==> src/rtl/ppsm_regs.vh <==
/*
 Constants for the paper path sensor monitor: timing figures in their own
 units, debounce length and line pacing figures.
 Assumes a 10 MHz system clock; included by bare name.
*/
`ifndef PPSM_REGS_VH
`define PPSM_REGS_VH
`define PPSM_CLK_HZ        10000000
`define PPSM_TICK_US       1000
`define PPSM_FEED_TMO_MS   1000
`define PPSM_SOL_MS        300
`define PPSM_START_DLY_MS  50
`define PPSM_EXIT_MIN_MS   100
`define PPSM_EXIT_MAX_MS   3000
`define PPSM_LINE_FAST_US  1500
`define PPSM_LINE_SLOW_US  4500
`define PPSM_DEB_TICKS     4'h4
`endif

==> src/rtl/ppsm_monitor.v <==
/*
 Paper path sensor monitor: sensor conditioning, pickup and retry, feed and
 exit jam detection, panel LEDs, fan, 24 V and fuser gating, line start.
 Assumes photo-interrupter pins are active high (sheet or state present),
 the scan unit line-start pin is active low, control inputs are synchronous.
*/
`timescale 1ns/100ps
`include "ppsm_regs.vh"
// What this block does
// (RULE_01) Feed sensor silent 1 s: jam, both LEDs
// (RULE_02) Image start waits fixed delay after feed detect
// (RULE_03) Empty cassette lights yellow LED
// (RULE_04) Manual tray paper present: feed from manual tray
// (RULE_05) Pickup solenoid pulse lasts exactly 300 ms (code: over 299 ms up to 300 ms, set by tick phase)
// (RULE_06) Fan follows control bit, off in sleep (code: also off with cover open)
// (RULE_07) Cover open removes 24 V actuator supply
// (RULE_08) Cover open disables fuser power
// (RULE_09) Abnormal exit sensor timing gives exit jam
// (RULE_10) Developer presence sensed like feed sensor
// (RULE_11) Video per line waits for line-start pulse
// (RULE_12) Hardware and firmware overheat both cut fuser
// (RULE_13) Line pacing 1.5 ms fast, 4.5 ms grey/colour
// (RULE_14) Retry pickup once before declaring feed jam
// (RULE_15) Inputs synchronised, debounced; timers use prescaler (line-start and overheat pins synchronised only; line pacing counts clock cycles)
// (RULE_16) Jam and empty flags sticky until cleared
module ppsm_monitor #(
   parameter TICK_DIV = `PPSM_CLK_HZ / 1000000 * `PPSM_TICK_US,
   parameter FEED_TMO = `PPSM_FEED_TMO_MS * 1000 / `PPSM_TICK_US,
   parameter SOL_TIME = `PPSM_SOL_MS * 1000 / `PPSM_TICK_US,
   parameter START_DLY = `PPSM_START_DLY_MS * 1000 / `PPSM_TICK_US,
   parameter EXIT_MIN = `PPSM_EXIT_MIN_MS * 1000 / `PPSM_TICK_US,
   parameter EXIT_MAX = `PPSM_EXIT_MAX_MS * 1000 / `PPSM_TICK_US
) (
   input  wire sys_clk,
   input  wire rst,
   input  wire paperEmptyPin,
   input  wire manualTrayPin,
   input  wire feedSensorPin,
   input  wire exitSensorPin,
   input  wire coverOpenPin,
   input  wire developerIdPin,
   input  wire lineStartPin_n,
   input  wire hwOverheatPin,
   input  wire feedReq,
   input  wire fanControlBit,
   input  wire sleepMode,
   input  wire fwOverheat,
   input  wire heaterReq,
   input  wire slowScan,
   input  wire lineReq,
   input  wire clearFlags,
   output reg  cassetteSolenoid,
   output reg  manualTraySolenoid,
   output reg  fanOn,
   output reg  actuator24vEn,
   output reg  fuserOn,
   output reg  ledRed,
   output reg  ledYellow,
   output reg  feedJam,
   output reg  exitJam,
   output reg  paperEmpty,
   output reg  developerPresent,
   output reg  imageStart,
   output reg  lineGo,
   output reg  scanLineTick
);
   localparam ST_IDLE  = 3'h0;
   localparam ST_PICK  = 3'h1;
   localparam ST_WAIT  = 3'h2;
   localparam ST_DELAY = 3'h3;
   localparam ST_EXIT  = 3'h4;
   localparam ST_JAM   = 3'h5;
   // Line pacing limits in clock cycles, cut to the 16-bit pacing counter
   localparam [31:0] PACE_FAST_W = `PPSM_LINE_FAST_US * (`PPSM_CLK_HZ / 1000000) - 1;
   localparam [31:0] PACE_SLOW_W = `PPSM_LINE_SLOW_US * (`PPSM_CLK_HZ / 1000000) - 1;
   localparam [15:0] PACE_FAST   = PACE_FAST_W[15:0];
   localparam [15:0] PACE_SLOW   = PACE_SLOW_W[15:0];

   wire        emptyLvl;
   wire        manualLvl;
   wire        feedLvl;
   wire        exitLvl;
   wire        coverLvl;
   wire        devLvl;
   reg  [15:0] pre_q;
   reg         tick_q;
   reg  [2:0]  state_q;
   reg  [15:0] tmr_q;
   reg         retried_q;
   reg         useManual_q;
   reg         exitSeen_q;
   reg  [15:0] exitTmr_q;
   reg  [1:0]  lsMeta_q;
   reg         lsPrev_q;
   reg         linePend_q;
   reg  [15:0] paceCnt_q;
   reg  [1:0]  ovMeta_q;

   // Sensors through sync and debounce, one instance per pin [RULE_15]
   ppsm_sync_deb uEmpty (.sys_clk(sys_clk), .rst(rst), .tick(tick_q),
      .pinIn(paperEmptyPin), .levelOut(emptyLvl));
   ppsm_sync_deb uManual (.sys_clk(sys_clk), .rst(rst), .tick(tick_q),
      .pinIn(manualTrayPin), .levelOut(manualLvl));
   ppsm_sync_deb uFeed (.sys_clk(sys_clk), .rst(rst), .tick(tick_q),
      .pinIn(feedSensorPin), .levelOut(feedLvl));
   ppsm_sync_deb uExit (.sys_clk(sys_clk), .rst(rst), .tick(tick_q),
      .pinIn(exitSensorPin), .levelOut(exitLvl));
   ppsm_sync_deb uCover (.sys_clk(sys_clk), .rst(rst), .tick(tick_q),
      .pinIn(coverOpenPin), .levelOut(coverLvl));
   // Developer ID uses the same photo-interrupter path as feed [RULE_10]
   ppsm_sync_deb uDev (.sys_clk(sys_clk), .rst(rst), .tick(tick_q),
      .pinIn(developerIdPin), .levelOut(devLvl));

   // Prescaler: one tick per millisecond drives every timer except line pacing [RULE_15]
   always @(posedge sys_clk) begin
      if (rst) begin
         pre_q  <= 16'h0000;
         tick_q <= 1'b0;
      end else if (pre_q == TICK_DIV[15:0] - 16'h0001) begin
         pre_q  <= 16'h0000;
         tick_q <= 1'b1;
      end else begin
         pre_q  <= pre_q + 16'h0001;
         tick_q <= 1'b0;
      end
   end

   // Feed sequence: pickup, wait feed sensor, retry once, delay, exit
   always @(posedge sys_clk) begin
      if (rst) begin
         state_q            <= ST_IDLE;
         tmr_q              <= 16'h0000;
         retried_q          <= 1'b0;
         useManual_q        <= 1'b0;
         cassetteSolenoid   <= 1'b0;
         manualTraySolenoid <= 1'b0;
         imageStart         <= 1'b0;
         exitSeen_q         <= 1'b0;
         exitTmr_q          <= 16'h0000;
      end else begin
         imageStart <= 1'b0;
         case (state_q)
            ST_IDLE: begin
               tmr_q     <= 16'h0000;
               retried_q <= 1'b0;
               if (feedReq && !coverLvl) begin
                  useManual_q <= manualLvl;              // [RULE_04]
                  cassetteSolenoid   <= !manualLvl;      // [RULE_05]
                  manualTraySolenoid <= manualLvl;       // [RULE_04]
                  state_q <= ST_PICK;
               end
            end
            ST_PICK: begin
               if (tick_q) begin
                  if (tmr_q == SOL_TIME[15:0] - 16'h0001) begin
                     cassetteSolenoid   <= 1'b0;         // [RULE_05]
                     manualTraySolenoid <= 1'b0;
                     state_q            <= ST_WAIT;
                  end
                  tmr_q <= tmr_q + 16'h0001;
               end
            end
            ST_WAIT: begin
               // Timeout counted from the pickup, solenoid time included
               if (feedLvl) begin
                  tmr_q   <= 16'h0000;
                  state_q <= ST_DELAY;
               end else if (tick_q) begin
                  if (tmr_q >= FEED_TMO[15:0] - 16'h0001) begin
                     tmr_q <= 16'h0000;
                     if (!retried_q) begin
                        retried_q          <= 1'b1;      // [RULE_14]
                        cassetteSolenoid   <= !useManual_q;
                        manualTraySolenoid <= useManual_q;
                        state_q            <= ST_PICK;
                     end else begin
                        state_q <= ST_JAM;               // [RULE_01]
                     end
                  end else begin
                     tmr_q <= tmr_q + 16'h0001;
                  end
               end
            end
            ST_DELAY: begin
               if (tick_q) begin
                  if (tmr_q == START_DLY[15:0] - 16'h0001) begin
                     imageStart <= 1'b1;                 // [RULE_02]
                     exitSeen_q <= 1'b0;
                     exitTmr_q  <= 16'h0000;
                     state_q    <= ST_EXIT;
                  end
                  tmr_q <= tmr_q + 16'h0001;
               end
            end
            ST_EXIT: begin
               // Exit sensor must go on then off within a window [RULE_09]
               if (tick_q) begin
                  exitTmr_q <= exitTmr_q + 16'h0001;
               end
               if (exitLvl) begin
                  exitSeen_q <= 1'b1;
               end
               if (exitSeen_q && !exitLvl) begin
                  state_q <= (exitTmr_q < EXIT_MIN[15:0]) ? ST_JAM : ST_IDLE;
               end else if (exitTmr_q >= EXIT_MAX[15:0]) begin
                  state_q <= ST_JAM;
               end
            end
            ST_JAM: begin
               // Hold until software clears the flags
               if (clearFlags) begin
                  state_q <= ST_IDLE;
               end
            end
            default: begin
               state_q <= ST_IDLE;
            end
         endcase
      end
   end

   // Sticky flags; a new event wins over a clear in the same cycle
   always @(posedge sys_clk) begin
      if (rst) begin
         feedJam    <= 1'b0;
         exitJam    <= 1'b0;
         paperEmpty <= 1'b0;
      end else begin
         if (state_q == ST_WAIT && tick_q && retried_q &&
             !feedLvl && tmr_q >= FEED_TMO[15:0] - 16'h0001) begin
            feedJam <= 1'b1;                             // [RULE_01] [RULE_16]
         end else if (clearFlags) begin
            feedJam <= 1'b0;
         end
         if (state_q == ST_EXIT && ((exitSeen_q && !exitLvl) ?
             (exitTmr_q < EXIT_MIN[15:0]) : (exitTmr_q >= EXIT_MAX[15:0]))) begin
            exitJam <= 1'b1;                             // [RULE_09] [RULE_16]
         end else if (clearFlags) begin
            exitJam <= 1'b0;
         end
         if (emptyLvl) begin
            paperEmpty <= 1'b1;                          // [RULE_16]
         end else if (clearFlags) begin
            paperEmpty <= 1'b0;
         end
      end
   end

   // Panel LEDs, fan and power gating
   always @(posedge sys_clk) begin
      if (rst) begin
         ledRed           <= 1'b0;
         ledYellow        <= 1'b0;
         fanOn            <= 1'b0;
         actuator24vEn    <= 1'b0;
         fuserOn          <= 1'b0;
         developerPresent <= 1'b0;
         ovMeta_q         <= 2'b00;
      end else begin
         ovMeta_q         <= {ovMeta_q[0], hwOverheatPin};
         ledRed           <= feedJam || exitJam;                   // [RULE_01]
         ledYellow        <= feedJam || exitJam || paperEmpty;     // [RULE_03]
         fanOn            <= fanControlBit && !sleepMode && !coverLvl; // [RULE_06]
         actuator24vEn    <= !coverLvl;                            // [RULE_07]
         // Hardware detector acts alone, firmware is a second layer
         fuserOn          <= heaterReq && !coverLvl &&             // [RULE_08]
                             !ovMeta_q[1] && !fwOverheat;          // [RULE_12]
         developerPresent <= devLvl;                               // [RULE_10]
      end
   end

   // Line start: falling edge of active-low pulse releases pending line
   always @(posedge sys_clk) begin
      if (rst) begin
         lsMeta_q   <= 2'b11;
         lsPrev_q   <= 1'b1;
         linePend_q <= 1'b0;
         lineGo     <= 1'b0;
      end else begin
         lsMeta_q <= {lsMeta_q[0], lineStartPin_n};
         lsPrev_q <= lsMeta_q[1];
         lineGo   <= 1'b0;
         if (lsPrev_q && !lsMeta_q[1] && (linePend_q || lineReq)) begin
            lineGo     <= 1'b1;                          // [RULE_11]
            linePend_q <= 1'b0;
         end else if (lineReq) begin
            linePend_q <= 1'b1;
         end
      end
   end

   // Scan line pacing in microseconds of clock cycles
   always @(posedge sys_clk) begin
      if (rst) begin
         paceCnt_q    <= 16'h0000;
         scanLineTick <= 1'b0;
      end else if (paceCnt_q >= (slowScan ? PACE_SLOW : PACE_FAST)) begin // [RULE_13]
         paceCnt_q    <= 16'h0000;
         scanLineTick <= 1'b1;
      end else begin
         paceCnt_q    <= paceCnt_q + 16'h0001;
         scanLineTick <= 1'b0;
      end
   end
endmodule // ppsm_monitor

==> src/rtl/ppsm_sync_deb.v <==
/*
 Two-flop synchroniser followed by a tick-paced debouncer for one pin.
 Assumes a single-cycle tick enable from the parent's prescaler.
*/
`timescale 1ns/100ps
`include "ppsm_regs.vh"
module ppsm_sync_deb (
   input  wire sys_clk,
   input  wire rst,
   input  wire tick,
   input  wire pinIn,
   output reg  levelOut
);
   reg       meta_q;
   reg       sync_q;
   reg [3:0] cnt_q;

   // Meta flop read only by the second flop
   always @(posedge sys_clk) begin
      meta_q <= pinIn;
      sync_q <= meta_q;
   end

   // Level must hold steady for several ticks before it is taken
   always @(posedge sys_clk) begin
      if (rst) begin
         cnt_q    <= 4'h0;
         levelOut <= 1'b0;
      end else if (sync_q == levelOut) begin
         cnt_q <= 4'h0;
      end else if (tick) begin
         if (cnt_q == `PPSM_DEB_TICKS - 4'h1) begin
            levelOut <= sync_q;
            cnt_q    <= 4'h0;
         end else begin
            cnt_q <= cnt_q + 4'h1;
         end
      end
   end
endmodule // ppsm_sync_deb

==> config.mk <==
export PLATFORM = sky130hd
export DESIGN_NAME = ppsm_monitor
export DESIGN_NICKNAME = d
export VERILOG_FILES = /design/src/rtl/ppsm_monitor.v /design/src/rtl/ppsm_sync_deb.v
export VERILOG_INCLUDE_DIRS = /design/src /design/src/rtl
export SDC_FILE = /design/constraint.sdc
export NUM_CORES = 1
export LEC_CHECK = 0
export BUFFER_PORTS_ARGS = -buffer_cell sky130_fd_sc_hd__buf_2
export CORE_MARGIN = 3
export CORE_UTILIZATION = 30
export DETAILED_ROUTE_END_ITERATION = 7
export SLEW_MARGIN = 40
export SYNTH_ARGS = -nofsm -noshare
export SYNTH_HDL_FRONTEND = slang
export SYNTH_SLANG_ARGS = --single-unit
==> constraint.sdc <==
create_clock -name sys_clk -period 5.8 [get_ports sys_clk]
set_input_delay 0.29 -clock sys_clk [delete_from_list [all_inputs] [get_ports sys_clk]]
set_output_delay 0.29 -clock sys_clk [all_outputs]
set_load 0.1 [all_outputs]
==> metrics.txt <==
RSZ-0062 raised after global routing false; Yosys warning total 0; Placer Congestion 0.798; pin count of the biggest net entering global routing 35; WL final 11.8 mm; Crit path arrival time 2.79 ns; DR vias 4517; CP max FO 22; static leakage 2.59 nW; Post-Syn Instances 646; WS Path Type reg -> reg; Pre-antenna DRT Iters 4; Clock Tree Buf Depth 2; Max Cap Viol 0; Req. time, crit path 6.15 ns; Total Power 2.22 mW; ranking of synthesized cells by area dfxtp_1 46%, nor2_1 6.2%, xor2_1 4.6%; H-tree levels 4; Tmin final 2.44 ns; crit end category flip-flop; vias in the first global route 4130; Num CTS Buffers 17; Seq/Total Area, Yosys 45.5%; TritonCTS Sinks 133; Relative slew margins 46.5%; hold_ws 0.0656 ns; row cnt 50; gr usage total 11.3%; synthesized area per cell 9.05 um2; layout cells sized above 1 10.8%; Final Util 36.3%; area of placed instances 0.00624 mm2; Setup Skew 0.0146 ns; WL per Instance 12.4 um; die span in x 146 um; initial antenna violation count 0; DPL Wire Length 7.86 mm; io pins 32; Fin Setup TNS 0 ns; Unique masters post-synth 60; worst vdd ir 156 uV; Yosys top cell area share 45.5%; root buf cell clkbuf_16; full die area 0.0212 mm2; finished layout cell area 0.00689 mm2; final slew viol count 0; Hold Crit Class in -> reg; Synth Flop Type dfxtp_1; Post-CTS Resized 0; fraction of registers with async set/reset 0%; Antenna Cells 0; Via density 4.73; clock latency on the worst-skew pair 0.42 ns; Startpoint Class flip-flop; Area Overhead vs Synth 17.8%; Final nets 717; Seq cells post-synth 133; die height 146 um; Core Area 0.0190 mm2; worst-margin pin slew 0.795 ns; # setup viols final 0; CTS tree done; Final ANT Viol Nets 0; number of flops mapped to enable cells by yosys 0; worst setup margin 3.36 ns; placed cell count 916; Remaining Overflow, GRT 0; Final Hold Vio Count 0; Post-Syn Nets 682; First DRT Iteration DRCs 304; crit share post-route 42.0%; I/O Buffers 31; largest area contributor in the netlist dfxtp_1; pre-CTS setup slack 3.32 ns; Post-Syn Area 0.00585 mm2; Pwr per Cell Area 323 mW/mm2; outcome complete, no violations; Reg clk slew, reported paths 0.06 ns; DRC Markers 0; Max Fclk 411 MHz; first-pass GRT wire length 20.0 mm; effective utilization at floorplan 30.8%; post-route insts no fill 954
flip-flops by register name, indices dropped and copies added, names as in the netlist, 2 cells and up:
register and flops:
uFeed.cnt_q 4, paceCnt_q 16, uDev.cnt_q 4, uManual.cnt_q 4
uExit.cnt_q 4, ovMeta_q 2, lsMeta_q 2, uEmpty.cnt_q 4
exitTmr_q 16, uCover.cnt_q 4, tmr_q 16, pre_q 16
state_q 3
layout by cell type, fill, tap and decap left out, types with 4 or more instances in the layout:
cell type,n
mux2i_1,20
or3_1,7
and3_1,15
o31ai_1,8
nand3_1,25
nor4b_1,5
nor3b_1,8
a21o_1,4
nand2_1,48
xnor2_1,28
ha_1,18
and4_1,6
a21oi_1,26
or2_2,4
dlygate4sd3_1,6
dfxtp_1,133
clkinv_2,4
buf_2,31
nor2b_1,7
a211o_1,4
nor3_1,18
o21ai_0,7
nor4_1,8
nand2b_1,4
nand4_1,24
or4_1,8
nor2_1,97
xor2_1,31
clkbuf_16,17
inv_1,15
synth_stat cells (4+ instances only):
| master | number |
|---|---|
| dfxtp_1 | 133 |
| nor2_1 | 97 |
| nand2_1 | 48 |
| xor2_1 | 31 |
| xnor2_1 | 28 |
| a21oi_1 | 26 |
| nand3_1 | 25 |
| nand4_1 | 24 |
| mux2i_1 | 20 |
| ha_1 | 18 |
| nor3_1 | 18 |
| and3_1 | 15 |
| inv_1 | 15 |
| clkbuf_1 | 14 |
| nor3b_1 | 8 |
| nor4_1 | 8 |
| o31ai_1 | 8 |
| or4_1 | 8 |
| nor2b_1 | 7 |
| o21ai_0 | 7 |
| or3_1 | 7 |
| and4_1 | 6 |
| buf_2 | 5 |
| nor4b_1 | 5 |
| a211o_1 | 4 |
| a21o_1 | 4 |
| a31oi_1 | 4 |
| nand2b_1 | 4 |
| or2_2 | 4 |
layer usage:
layer | GRT usage, % | wire (um) | part of all wire, % | vias up
li1 | - | - | - | 2349
met1 | 15.6 | 6200 | 52 | 2093
met2 | 16.9 | 5080 | 43 | 62
met3 | 3.18 | 388 | 3.3 | 13
met4 | 4.27 | 176 | 1.5 | 0
met5 | 0 | 0 | 0 | -
final cells by class:
| class | instances | area, um2 |
|---|---|---|
| Inverter | 16 | 60.1 |
| Fill cell | 1918 | 12100 |
| Multi-Input combinational cell | 475 | 3030 |
| Clock buffer | 21 | 460 |
| Timing Repair Buffer | 38 | 223 |
| Tap cell | 260 | 325 |
| Sequential cell | 133 | 2660 |
| Clock inverter | 11 | 123 |
what timing repair did:
action	in CTS	in global routing
setup buffers	0	0
endpoints found under the setup margin	0	0
hold buffers	6	0
endpoints found under the hold margin	6	0
worst paths after layout:
kind	from	to	slack, ns	depth (start not counted)
max reg2reg	state_q[2]	exitTmr_q[7]	3.36	5
min reg2reg	uEmpty.meta_q	uEmpty.sync_q	0.33	0
min	lineStartPin_n	lsMeta_q[0]	0.07	2
max	state_q[2]	exitTmr_q[7]	3.36	5
where the power goes:
group	internal, mW	switching (mW)	total, mW
Sequential	0.936	0.0297	0.966
Clock	0.656	0.404	1.06
Combinational	0.0681	0.131	0.199
logic make-up (layout without fill, tap and decap cells):
logic type                 count (synthesis)  in the layout  share of synthesized area (%)
buffers and inverters                     38             86                           2.67
xor gates and xnor gates                  59             59                           8.84
DFF                                      133            133                           45.5
and+or+nand+nor                          298            298                           26.5
adders and majority gates                 18             18                           3.85
AOI/OAI and AO/OA                         80             80                           9.20
muxes                                     20             20                           3.42
critical path: stages (launching register included):
cell and delay (ns):
dfxtp_1 0.76, nor3b_2 0.46, and2_1 0.30, a31oi_2 0.15
or4_1 0.55, a21oi_1 0.14
Power figures use the tool's default switching activity.
